`src/design/lcd_iu_params.svh`:
```
`ifndef LCD_IU_PARAMS_SVH
`define LCD_IU_PARAMS_SVH
// ******************************
// Widths and depths
// ******************************
`define DB_W 8
`define NIB_W 4
`define PTR_W 7
`define CG_AW 6
`define DD_DEPTH 128
`define CG_DEPTH 64
`define FIFO_DEPTH 32
`define CNT_W 17
`define BLINK_W 24
`define PIX_W 5
`define ROW_W 3
// ******************************
// Timing
// ******************************
`define CLK_NS 25
`define T_LONG_NS 1530000
`define T_SHORT_NS 39000
`define T_DATA_NS 43000
`define CYC(ns) (((ns) + `CLK_NS - 1) / `CLK_NS)
`define BLINK_DEF 16000000
// ******************************
// Instruction fields and values
// ******************************
`define B_DIR 1
`define B_SH 0
`define B_DON 2
`define B_CON 1
`define B_BLK 0
`define B_SC 3
`define B_RL 2
`define B_DL 4
`define B_N 3
`define B_F 2
`define SPACE_CODE 8'h20
`define ROW_CURSOR 3'h7
`define USER_HI 4'h0
`define RST_BUS8 1'b1
`define RST_INC 1'b1
`endif

```
`src/design/lcd_iu_pkg.sv`:
```
`include "lcd_iu_params.svh"
package lcd_iu_pkg;
  typedef struct packed {
    logic rs;
    logic rw;
    logic en;
    logic [`DB_W-1:0] db;
  } host_in_s;

  typedef struct packed {
    logic oe;
    logic [`DB_W-1:0] db;
  } host_out_s;

  typedef struct packed {
    logic is_data;
    logic is_read;
    logic [`DB_W-1:0] val;
  } cmd_s;

  typedef struct packed {
    logic disp_on;
    logic cur_on;
    logic blink_on;
    logic two_line;
    logic tall_font;
    logic bus8;
    logic [`PTR_W-1:0] shift_pos;
  } mode_s;

  typedef struct packed {
    logic [`DB_W-1:0] code;
    logic [`ROW_W-1:0] row;
    logic cursor_here;
  } glyph_req_s;

  typedef enum logic [2:0] {
    XS_IDLE = 3'h1,
    XS_RUN = 3'h2,
    XS_CLR = 3'h4
  } exec_e;

  typedef enum logic [3:0] {
    OP_NONE, OP_CLEAR, OP_HOME, OP_ENTRY, OP_DISP, OP_SHIFT, OP_FUNC, OP_SET_CG, OP_SET_DD
  } op_e;
endpackage

```
`src/design/lcd_iu.sv`:
```
// Function
// RL1 - Eight-bit mode: one strobe per byte
// RL2 - Four-bit mode: lines 7:4, upper nibble first
// RL3 - Busy rises only after second nibble
// RL4 - While busy, new instructions are ignored
// RL5 - Status read: busy on bit7, pointer below
// RL6 - Host polls busy before each instruction
// RL7 - Pointer loaded by address set, steps by one
// RL8 - Rows map to 00-0F and 40-4F
// RL9 - Code bits 2:0 give glyph address 5:3
// RL10 - Glyph address bits 2:0 select row
// RL11 - Eighth row ORed with the cursor; code lights it only for user glyphs (code bits 7:4 zero)
// RL12 - Row pixels from data bits 4:0
// RL13 - User glyph when code bits 7:4 zero
// RL14 - Clear: fill spaces, pointer zero, long time
// RL15 - Home: pointer zero, unshift, long time
// RL16 - Entry mode latches direction and shift
// RL17 - Display control latches three bits
// RL18 - Shift picks cursor/display and direction
// RL19 - Function set latches width, lines, font
// RL20 - Glyph or display address into pointer
// RL21 - Data write/read on selected RAM
// RL22 - Host waits half oscillator after busy drops
// RL23 - Direction sets pointer step; shift on writes
// RL24 - Shift codes move cursor or display
// RL25 - Width, line and font bit meanings
// RL26 - Display, cursor and blink enables
// RL27 - Capture on enable fall; drive while high

`include "lcd_iu_params.svh"

// ******************************
// Command buffer
// ******************************
module lcd_iu_fifo #(
  parameter int W = 10,
  parameter int D = 32
) (
  input wire logic clk,
  input wire logic sys_rst,
  input wire logic [W-1:0] in_data,
  input wire logic in_valid,
  output logic in_ready,
  output logic [W-1:0] out_data,
  output logic out_valid,
  input wire logic out_ready
);
  localparam int AW = $clog2(D);
  typedef struct packed {
    logic [AW:0] wp;
    logic [AW:0] rp;
  } fifo_st_s;
  fifo_st_s st_reg;
  fifo_st_s st_next;
  logic [W-1:0] mem [D];
  logic push;
  logic pop;

  assign in_ready = (st_reg.wp ^ st_reg.rp) != {1'b1, {AW{1'b0}}};
  assign out_valid = st_reg.wp != st_reg.rp;
  assign out_data = mem[st_reg.rp[AW-1:0]];
  assign push = in_valid && in_ready;
  assign pop = out_valid && out_ready;

  always_comb begin
    st_next = st_reg;
    if (push) begin
      st_next.wp = st_reg.wp + 1'b1;
    end
    if (pop) begin
      st_next.rp = st_reg.rp + 1'b1;
    end
  end

  always_ff @(posedge clk) begin
    if (sys_rst) begin
      st_reg <= '0;
    end else begin
      st_reg <= st_next;
    end
  end

  always_ff @(posedge clk) begin
    if (push) begin
      mem[st_reg.wp[AW-1:0]] <= in_data;
    end
  end
endmodule

// ******************************
// Instruction unit
// ******************************
module lcd_iu #(
  parameter logic [`CNT_W-1:0] LONG_CYCLES = `CNT_W'(`CYC(`T_LONG_NS)),
  parameter logic [`BLINK_W-1:0] BLINK_CYCLES = `BLINK_W'(`BLINK_DEF)
) (
  input wire logic clk,
  input wire logic sys_rst,
  input wire lcd_iu_pkg::host_in_s host_in,
  output lcd_iu_pkg::host_out_s host_out,
  output logic busy_indicator,
  output lcd_iu_pkg::mode_s mode,
  input wire logic [`PTR_W-1:0] scan_addr,
  output logic [`DB_W-1:0] scan_char,
  input wire lcd_iu_pkg::glyph_req_s glyph_req,
  output logic glyph_user,
  output logic [`PIX_W-1:0] glyph_pix,
  output logic cursor_lit
);
  import lcd_iu_pkg::*;

  localparam logic [`CNT_W-1:0] SHORT_CYC = `CNT_W'(`CYC(`T_SHORT_NS));
  localparam logic [`CNT_W-1:0] DATA_CYC = `CNT_W'(`CYC(`T_DATA_NS));

  typedef struct packed {
    logic en_prev;
    logic phase;
    logic [`NIB_W-1:0] hi_nib;
    logic [`DB_W-1:0] rd_full;
    logic [`DB_W-1:0] db_out;
    logic inc;
    logic sh;
    mode_s mode;
    logic ram_cg;
    logic [`PTR_W-1:0] ptr;
    logic [`DB_W-1:0] data_hold;
    exec_e xs;
    logic [`CNT_W-1:0] cnt;
    logic [`PTR_W-1:0] cl_idx;
    logic [`BLINK_W-1:0] blink_cnt;
    logic blink_ph;
    logic user;
    logic [`PIX_W-1:0] pix;
    logic [`DB_W-1:0] scan_char;
  } core_s;

  core_s st_reg;
  core_s st_next;
  logic [`DB_W-1:0] dd_ram [`DD_DEPTH];
  logic [`DB_W-1:0] cg_ram [`CG_DEPTH];
  logic dd_we;
  logic cg_we;
  logic [`PTR_W-1:0] dd_wa;
  logic [`CG_AW-1:0] cg_wa;
  logic [`DB_W-1:0] ram_wd;
  cmd_s push_cmd;
  logic push_valid;
  logic push_ready;
  cmd_s pop_cmd;
  logic pop_valid;
  logic pop_ready;

  function automatic op_e decode(input logic [`DB_W-1:0] v);
    if (v[7]) begin
      return OP_SET_DD;
    end else if (v[6]) begin
      return OP_SET_CG;
    end else if (v[5]) begin
      return OP_FUNC;
    end else if (v[4]) begin
      return OP_SHIFT;
    end else if (v[3]) begin
      return OP_DISP;
    end else if (v[2]) begin
      return OP_ENTRY;
    end else if (v[1]) begin
      return OP_HOME;
    end else if (v[0]) begin
      return OP_CLEAR;
    end
    return OP_NONE;
  endfunction

  function automatic logic [`PTR_W-1:0] step(input logic [`PTR_W-1:0] p, input logic up,
                                             input logic cg);
    logic [`PTR_W-1:0] r;
    r = up ? p + 7'h01 : p - 7'h01;
    if (cg) begin
      r[`PTR_W-1] = 1'b0;
    end
    return r;
  endfunction

  function automatic logic [`DB_W-1:0] ram_rd(input logic [`PTR_W-1:0] p, input logic cg);
    return cg ? cg_ram[p[`CG_AW-1:0]] : dd_ram[p];
  endfunction

  lcd_iu_fifo #(
    .W($bits(cmd_s)),
    .D(`FIFO_DEPTH)
  ) u_fifo (
    .clk(clk),
    .sys_rst(sys_rst),
    .in_data(push_cmd),
    .in_valid(push_valid),
    .in_ready(push_ready),
    .out_data(pop_cmd),
    .out_valid(pop_valid),
    .out_ready(pop_ready)
  );

  // Busy covers queued, executing and stalled work
  assign busy_indicator = pop_valid || (st_reg.xs != XS_IDLE) || !push_ready;
  assign pop_ready = st_reg.xs == XS_IDLE;
  assign host_out.oe = host_in.en && host_in.rw; // RL27
  assign host_out.db = st_reg.db_out;
  assign mode = st_reg.mode;
  assign scan_char = st_reg.scan_char;
  assign glyph_user = st_reg.user;
  assign glyph_pix = st_reg.pix;
  assign cursor_lit = st_reg.mode.cur_on && (!st_reg.mode.blink_on || st_reg.blink_ph); // RL26

  always_comb begin
    logic en_rise;
    logic en_fall;
    logic byte_done;
    logic [`DB_W-1:0] byte_v;
    logic [`DB_W-1:0] rd_v;
    logic [`ROW_W-1:0] rrow;
    logic [`CG_AW-1:0] gaddr;
    op_e op;
    en_rise = host_in.en && !st_reg.en_prev;
    en_fall = !host_in.en && st_reg.en_prev;
    byte_done = 1'b0;
    byte_v = host_in.db;
    rd_v = '0;
    rrow = '0;
    gaddr = '0;
    op = OP_NONE;
    st_next = st_reg;
    push_cmd = '0;
    push_valid = 1'b0;
    dd_we = 1'b0;
    cg_we = 1'b0;
    dd_wa = '0;
    cg_wa = '0;
    ram_wd = '0;
    st_next.en_prev = host_in.en;

    // ******************************
    // Host strobes
    // ******************************
    if (en_rise && host_in.rw) begin
      rd_v = host_in.rs ? st_reg.data_hold : {busy_indicator, st_reg.ptr}; // RL5
      if (st_reg.mode.bus8) begin
        st_next.db_out = rd_v; // RL1
      end else if (!st_reg.phase) begin
        st_next.rd_full = rd_v;
        st_next.db_out = {rd_v[7:4], 4'h0}; // RL2
      end else begin
        st_next.db_out = {st_reg.rd_full[3:0], 4'h0}; // RL2
      end
    end
    if (en_fall) begin // RL27
      if (st_reg.mode.bus8) begin
        byte_done = 1'b1; // RL1
      end else if (!st_reg.phase) begin
        st_next.phase = 1'b1;
        st_next.hi_nib = host_in.db[7:4]; // RL2
      end else begin
        st_next.phase = 1'b0;
        byte_done = 1'b1; // RL3
        byte_v = {st_reg.hi_nib, host_in.db[7:4]}; // RL2
      end
    end
    // Status reads are free; everything else queues while idle
    if (byte_done && !busy_indicator && (host_in.rs || !host_in.rw)) begin // RL4
      push_cmd.is_data = host_in.rs;
      push_cmd.is_read = host_in.rw;
      push_cmd.val = byte_v;
      push_valid = 1'b1;
    end

    // ******************************
    // Execution
    // ******************************
    case (st_reg.xs)
      XS_IDLE: begin
        if (pop_valid) begin
          st_next.xs = XS_RUN;
          st_next.cnt = SHORT_CYC;
          if (pop_cmd.is_data) begin
            st_next.cnt = DATA_CYC; // RL21
            st_next.ptr = step(st_reg.ptr, st_reg.inc, st_reg.ram_cg); // RL7 RL23
            if (pop_cmd.is_read) begin
              st_next.data_hold = ram_rd(st_next.ptr, st_reg.ram_cg); // RL21
            end else if (st_reg.ram_cg) begin
              cg_we = 1'b1;
              cg_wa = st_reg.ptr[`CG_AW-1:0];
              ram_wd = pop_cmd.val; // RL21
            end else begin
              dd_we = 1'b1;
              dd_wa = st_reg.ptr;
              ram_wd = pop_cmd.val; // RL21
              if (st_reg.sh) begin
                st_next.mode.shift_pos = step(st_reg.mode.shift_pos, !st_reg.inc, 1'b0); // RL23
              end
            end
          end else begin
            op = decode(pop_cmd.val);
            case (op)
              OP_CLEAR: begin
                st_next.xs = XS_CLR;
                st_next.cnt = LONG_CYCLES;
                st_next.cl_idx = '0;
                st_next.ptr = '0;
                st_next.ram_cg = 1'b0;
                st_next.inc = `RST_INC; // RL14
              end
              OP_HOME: begin
                st_next.cnt = LONG_CYCLES;
                st_next.ptr = '0;
                st_next.ram_cg = 1'b0;
                st_next.mode.shift_pos = '0; // RL15
              end
              OP_ENTRY: begin
                st_next.inc = pop_cmd.val[`B_DIR];
                st_next.sh = pop_cmd.val[`B_SH]; // RL16
              end
              OP_DISP: begin
                st_next.mode.disp_on = pop_cmd.val[`B_DON];
                st_next.mode.cur_on = pop_cmd.val[`B_CON];
                st_next.mode.blink_on = pop_cmd.val[`B_BLK]; // RL17
              end
              OP_SHIFT: begin
                if (pop_cmd.val[`B_SC]) begin
                  st_next.mode.shift_pos = step(st_reg.mode.shift_pos, pop_cmd.val[`B_RL], 1'b0); // RL24
                end else begin
                  st_next.ptr = step(st_reg.ptr, pop_cmd.val[`B_RL], st_reg.ram_cg); // RL18
                  st_next.data_hold = ram_rd(st_next.ptr, st_reg.ram_cg);
                end
              end
              OP_FUNC: begin
                st_next.mode.bus8 = pop_cmd.val[`B_DL];
                st_next.mode.two_line = pop_cmd.val[`B_N];
                st_next.mode.tall_font = pop_cmd.val[`B_F]; // RL19 RL25
                st_next.phase = 1'b0;
              end
              OP_SET_CG: begin
                st_next.ram_cg = 1'b1;
                st_next.ptr = {1'b0, pop_cmd.val[`CG_AW-1:0]}; // RL20
                st_next.data_hold = ram_rd(st_next.ptr, 1'b1);
              end
              OP_SET_DD: begin
                st_next.ram_cg = 1'b0;
                st_next.ptr = pop_cmd.val[`PTR_W-1:0]; // RL20 RL8
                st_next.data_hold = ram_rd(st_next.ptr, 1'b0);
              end
              default: begin
                st_next.cnt = SHORT_CYC;
              end
            endcase
          end
        end
      end
      XS_RUN: begin
        st_next.cnt = st_reg.cnt - 1'b1;
        if (st_reg.cnt <= `CNT_W'(1)) begin
          st_next.xs = XS_IDLE;
        end
      end
      XS_CLR: begin
        dd_we = 1'b1;
        dd_wa = st_reg.cl_idx;
        ram_wd = `SPACE_CODE; // RL14
        st_next.cl_idx = st_reg.cl_idx + 1'b1;
        st_next.cnt = st_reg.cnt - 1'b1;
        if (st_reg.cnt <= `CNT_W'(1)) begin
          st_next.xs = XS_IDLE;
        end
      end
      default: begin
        st_next.xs = XS_IDLE;
      end
    endcase

    // ******************************
    // Display side
    // ******************************
    if (st_reg.blink_cnt >= BLINK_CYCLES - 1'b1) begin
      st_next.blink_cnt = '0;
      st_next.blink_ph = !st_reg.blink_ph; // RL26
    end else begin
      st_next.blink_cnt = st_reg.blink_cnt + 1'b1;
    end
    st_next.scan_char = dd_ram[scan_addr]; // RL8
    rrow = glyph_req.row;
    gaddr = {glyph_req.code[2:0], rrow}; // RL9 RL10 RL13
    st_next.user = glyph_req.code[7:4] == `USER_HI; // RL13
    st_next.pix = cg_ram[gaddr][`PIX_W-1:0]; // RL12
    if (rrow == `ROW_CURSOR && glyph_req.cursor_here && cursor_lit) begin
      st_next.pix = {`PIX_W{1'b1}}; // RL11
    end
    if (!st_reg.mode.disp_on || !st_next.user) begin
      st_next.pix = '0; // RL26
    end
  end

  always_ff @(posedge clk) begin
    if (sys_rst) begin
      st_reg <= '0;
      st_reg.xs <= XS_IDLE;
      st_reg.inc <= `RST_INC;
      st_reg.mode.bus8 <= `RST_BUS8;
    end else begin
      st_reg <= st_next;
    end
  end

  always_ff @(posedge clk) begin
    if (dd_we) begin
      dd_ram[dd_wa] <= ram_wd;
    end
    if (cg_we) begin
      cg_ram[cg_wa] <= ram_wd;
    end
  end
endmodule

```
`config.mk`:
```
export PLATFORM = sky130hd
export DESIGN_NAME = lcd_iu
export DESIGN_NICKNAME = d
export VERILOG_FILES = /design/src/design/lcd_iu_pkg.sv /design/src/design/lcd_iu.sv
export VERILOG_INCLUDE_DIRS = /design/src /design/src/design
export SDC_FILE = /design/constraint.sdc
export NUM_CORES = 2
export LEC_CHECK = 0
export ABC_AREA = 0
export BUFFER_PORTS_ARGS = -buffer_cell sky130_fd_sc_hd__buf_2
export CORE_MARGIN = 2
export CORE_UTILIZATION = 55
export CTS_BUF_LIST = sky130_fd_sc_hd__clkbuf_4 sky130_fd_sc_hd__clkbuf_8
export CTS_CLUSTER_DIAMETER = 200
export DETAILED_ROUTE_END_ITERATION = 7
export PLACE_DENSITY = 0.82
export SKIP_CTS_REPAIR_TIMING = 1
export SLEW_MARGIN = 20
export SYNTH_ARGS = -nofsm -noshare
export SYNTH_HDL_FRONTEND = slang
export SYNTH_SLANG_ARGS = --single-unit
```
`constraint.sdc`:
```
create_clock -name clk -period 13.15 [get_ports clk]
set_input_delay 1.315 -clock clk [delete_from_list [all_inputs] [get_ports clk]]
set_output_delay 1.315 -clock clk [all_outputs]
set_load 0.03 [all_outputs]
```
**Word-level counts from Yosys, hierarchy flattened**

Memories as Yosys holds them, arrays and structs flattened. A register that Yosys moved wholly into a read port is not among the register bits.
Index checks and enable logic that the tools add are counted.

- Register bits: 119
- Memories kept: 3
- Output and inout bits: 38
- Logic and storage cells: 235
- RAM bits: 1856
- Bits of input ports: 32

Memories:

| name | depth | width | rd ports | clocked after Yosys merged registers in | write ports | line | source |
|---|---|---|---|---|---|---|---|
| dd_ram | 128 | 8 | 4 | 1 | 1 | lcd_iu.sv:139 | `` logic [`DB_W-1:0] dd_ram [`DD_DEPTH]; `` |
| cg_ram | 64 | 8 | 4 | 0 | 1 | lcd_iu.sv:140 | `` logic [`DB_W-1:0] cg_ram [`CG_DEPTH]; `` |
| u_fifo.mem | 32 | 10 | 1 | 1 | 1 | lcd_iu.sv:55 | `logic [W-1:0] mem [D];` |

- Reduce and logical (&&, ||, !) cells: 51
- Bitwise logic cells: 4
- Order comparisons: 2
- Muxes and demuxes: 115
- Eq/ne operators: 25
- $add $sub $neg: 9

Operators by type and width:

| kind | number |
|---|---|
| 7-bit two-way mux | 15 |
| 8-bit two-way mux | 12 |
| 4-bit two-way mux | 13 |
| 1-bit two-way mux | 45 |
| 7-bit one-hot mux with 2 select lines | 3 |
| 17-bit one-hot mux with 2 select lines | 1 |
| 16-bit two-way mux | 2 |
| 15-bit two-way mux | 2 |
| 6-bit two-way mux | 5 |
| 7-bit one-hot mux with 4 select lines | 1 |
| 4-bit AND reduction | 7 |
| 27-bit two-way mux | 1 |
| 5-bit two-way mux | 5 |
| 24-bit by 1-bit adder with 24-bit output, second input constant | 1 |
| 24-bit greater-or-equal comparator, second input constant | 1 |
| 8-bit one-hot mux with 3 select lines | 1 |
| 7-bit by 1-bit adder with 7-bit output, second input constant | 3 |
| 17-bit by 1-bit <= comparator with 1-bit output, second input constant | 1 |
| 17-bit by 1-bit subtractor with 17-bit output, second input constant | 1 |
| 4-bit by 3-bit equality test with 1-bit output, second input constant | 4 |
| 8-bit one-hot mux with 2 select lines | 1 |
| 2-bit inequality test, second input constant | 7 |
| 7-bit by 1-bit subtractor with 7-bit output, second input constant | 2 |
| 6-bit by 1-bit adder with 6-bit output, second input constant | 2 |
| other kinds (31) | 70 |

**Logic depth before layout (Yosys ltp)**

An unclocked memory read counts as a cell.

- Depth in word-level cells: 25
- Mapped depth: 22
- Mapped depth without buffers: 14

**Modules after synthesis**

A second synthesis with hierarchy kept.

- Cells, all modules: 7346
- Area, all modules: 116216.5 µm²

Modules (own cells, without submodules):

| module | instances | area an instance (µm²) | seq. area each (µm²) | cells each |
|---|---|---|---|---|
| lcd_iu | 1 | 102746.0 | 48426.4 | 6535 |
| lcd_iu_fifo | 1 | 13470.4 | 9949.5 | 811 |

**Worst setup path after synthesis**

No wires, ideal clock.

- Path kind: register to register
- Start point: reg (tool-made name)
- End point: mem cg_ram[0][5] in the netlist's numbering (data pin)
- Cell stages (with the launch flop): 10
- Required time: 11.458 ns
- Period minus slack after synthesis: 11.256 ns
- Buffers on the path: 2
- Slack: 1.894 ns
- Library setup time: 1.692 ns
- Data arrival time: 9.564 ns
- Path through: dfxtp_1 > buf_6 > buf_6 > mux4_2 > mux4_2 > nor3b_1 > a31oi_1 > nor2_1 > inv_2 > o21ai_0

RTL lines:

| element | line |
|---|---|
| end, declared | lcd_iu.sv:140 |

==> results by group <==
Synth
  – Post-Syn Nets: about 8700
  – Yosys top cell by area: edfxtp_1
  – Cell area after synthesis: about 120000 sq um
  – Gate Count Post-Synth: around 8600
  – Post-synthesis sequential area ratio: approximately half
  – Post-synth cell types: approximately 90
  – Synthesis-stage register bit count: a little under 2000
  – Number of flops mapped to enable cells by yosys: 1856
  – Async S/R FF share, synth: 0%
  – Syn Area/Cell: 13.5 sq um
  – Synth top area cells: edfxtp_1, mux4_2, nand2_1, mux2i_1, nand3_1
  – Most used DFF post-synth: edfxtp_1
  – Ys Warns: 0
  – Share of Yosys cell area claimed by the top area cell type: 47.7%

Floorplanning
  – Core box area: around 210000 sq um
  – Die width: between 400 and 500 um
  – Cell Rows: ~170
  – Die H: around 470 um
  – Full die area: 216000 sq um
  – IO Pins: 70
  – Starting density of the core: 55.2%

Worst setup path
  – Bufs and invs on worst path: 3
  – Worst setup SP type: register
  – Reg2Reg Depth: 15
  – CP top delay family: simple AND/OR/NAND/NOR gates
  – Register-to-register setup slack: ~4.8 ns
  – Cell Chain, Critical Path: buf_4, nor2b_1, a22oi_1, a21oi_1, or4_4, buf_4, a21oi_1, nor2_4, buf_12, nor2_1, a32oi_1, nand4_1, nand4_1, nor2_1, a22oi_1
  – R2R Path End: st_reg[70]
  – WP data arrival: roughly 9.4 ns
  – Critical path type: reg -> reg
  – Critical path endpoint category: register
  – Critical Path RT: 14.19 ns
  – CP max stage cell: nand4_1
  – Crit Path Max Fanout: slightly above 80
  – Delay of the slowest critical-path stage: between 0.9 and 1 ns

Detailed routing
  – Via Count: ~90000
  – Antenna viol nets, final: 0
  – # DRC: 34
  – Vias/cell: slightly below 8
  – Routed WL per cell: 36.5 um
  – Total wire length: 423000 um
  – Initial drt markers: approximately 18000
  – First-pass DRT Iterations: 8

Place
  – Dpl cell area: around 120000 sq um
  – I/O Buffers: 68
  – Post-placement cell count: approximately 11000
  – RePlAce Congestion: roughly 1.0
  – HPWL Detailed: between 200000 and 300000 um

Timing
  – Max-slew violations: 0
  – Min Hold Slack: 0.457 ns
  – Clk_skew: 0.0846 ns
  – Final Hold Viols: 0
  – Final setup vio count: 0
  – FMAX: 0.119 GHz
  – Worst-Margin Slew: between 1 and 1.5 ns
  – Fin crit share: 63.7%
  – Max-slew headroom: about 7.8%
  – RSZ-0062 raised after global routing: false
  – Setup TNS: 0 ns
  – Tmin final: ~8.4 ns

Status
  – Failing checks: design-rule violations
  – Status: finished with violations

Global routing
  – GR Overflow Total: 0
  – Pin count of the biggest net entering global routing: 193
  – Total GRT Usage: about 39%
  – Vias in the first global route: 84400
  – First-pass GRT wire length: 600000 um
  – Initial antenna violation count: 31

Final layout
  – Most frequent cells in the layout: edfxtp_1, nand2_1, mux4_2
  – Share of layout cells above drive strength 1: between 20 and 30%
  – Nets@finish: between 8000 and 9000
  – Final Instance Area: ~130000 sq um
  – Most common cell after layout, fill and taps aside: edfxtp_1
  – Area Overhead vs Synth: 8.09%
  – Non-filler cells, final: ~12000
  – Biggest register: dd_ram
  – Number of flip-flops in the largest register: 1024

Clock network
  – Clock buffer depth: 4
  – H-tree depth: 5
  – Clock sink count: just under 2000
  – Reg clk slew, reported paths: ~0.06 ns
  – Clock latency on the worst-skew pair: 1.15 ns
  – Num CTS Buffers: between 300 and 400
  – CTS tree: built
  – Root buffer cell: clkbuf_8

Job
  – Max-Cap Viols: 0

Power and ir drop
  – Lkg Pwr: 40.9 nW
  – Power Dens Cells: roughly 230 nW/um^2
  – Max IR drop VDD: ~400 uV

Worst hold path
  – Sink of the worst hold path: glyph_user
  – Hold_sp: glyph_req[10]
  – Hold Path Cell Cnt: 3
  – Worst hold-check path type: in -> reg
-- kinds of logic (layout without fill, tap and decap cells) --
kind of cell | after synthesis | after routing | share of synthesized area, %
AOI/OAI and AO/OA | 884 | 884 | 5.33
xor gates and xnor gates | 66 | 66 | 0.501
adders and majority gates | 14 | 14 | 0.150
buffers and inverters | 809 | 900 | 3.13
DFF | 1988 | 1988 | 49.9
muxes | 1857 | 1857 | 29.6
other | 0 | 24 | 0
and+or+nand+nor | 3022 | 3022 | 11.3
-- per-stage QoR --
step	worst slack (ns)	total power [W]	util [%]
after floorplan	1.89	0.0170	-
after global placement	5.65	0.0221	56.4
after detailed placement	5.54	0.0222	56.4
after CTS	5.44	0.0279	59.6
after global routing	4.81	0.0293	59.7
final	4.78	0.0290	59.7
-- worst reg2reg max path: cells and delay by family, from the launching register on --
| family | cells | cell delay, ns |
|---|---|---|
| AO/OA/AOI/OAI | 5 | 1.61 |
| AND/OR/NAND/NOR | 7 | 3.84 |
| flip-flops | 1 | 0.72 |
| buffers and inverters | 3 | 2.14 |
-- how the worst max path moves through the flow --
stage	slack, ns	depth (start not counted)	start	end
finish	4.78	15	register	st_reg[70]
global route	4.81	15	register	st_reg[70]
CTS	5.44	12	register	dd_ram[33][2]
detailed placement	5.54	15	register	st_reg[69]
global placement	5.65	15	register	st_reg[69]
floorplan	1.89	9	register	cg_ram[0][5]
-- cell usage after synthesis (36+ instances only) --
library cell,number
o21ai_0,44
nor3_1,48
nor2b_1,102
dfxtp_1,132
nand2_1,1476
a31oi_1,61
buf_1,155
a211oi_1,176
nand3_1,739
buf_4,53
nor2_1,424
mux4_2,1273
a21oi_1,225
clkbuf_1,309
a311oi_1,53
and3_1,59
mux2i_1,547
o2111ai_1,46
buf_2,262
o211ai_1,43
nand4_1,62
edfxtp_1,1856
a32oi_1,36
-- power by group --
group / internal (W) / total (W) / switching, W
sequential: 0.00707 / 0.00722 / 0.000152
combinational: 0.00541 / 0.0160 / 0.0106
clock: 0.00312 / 0.00578 / 0.00266
-- area by class of cell --
class,instances,area (sq um)
fill,15400,85300
antenna,24,60.1
clock inverter,164,1280
inverter,18,75.1
sequential,1988,58400
multi-input combinational,5843,55300
timing repair buffer,291,2290
clock buffer,427,5430
tap,2821,3530
-- per-layer routing --
metal / track usage, % / vias to the layer above / wire (um)
met1: 48.1 / 43400 / 131000
met5: 1.21 / - / 601
li1: - / 34300 / -
met3: 18.3 / 2070 / 79600
met4: 23.9 / 42 / 34600
met2: 54.0 / 9388 / 177000
Note: power is estimated with default switching activity, not from simulation.
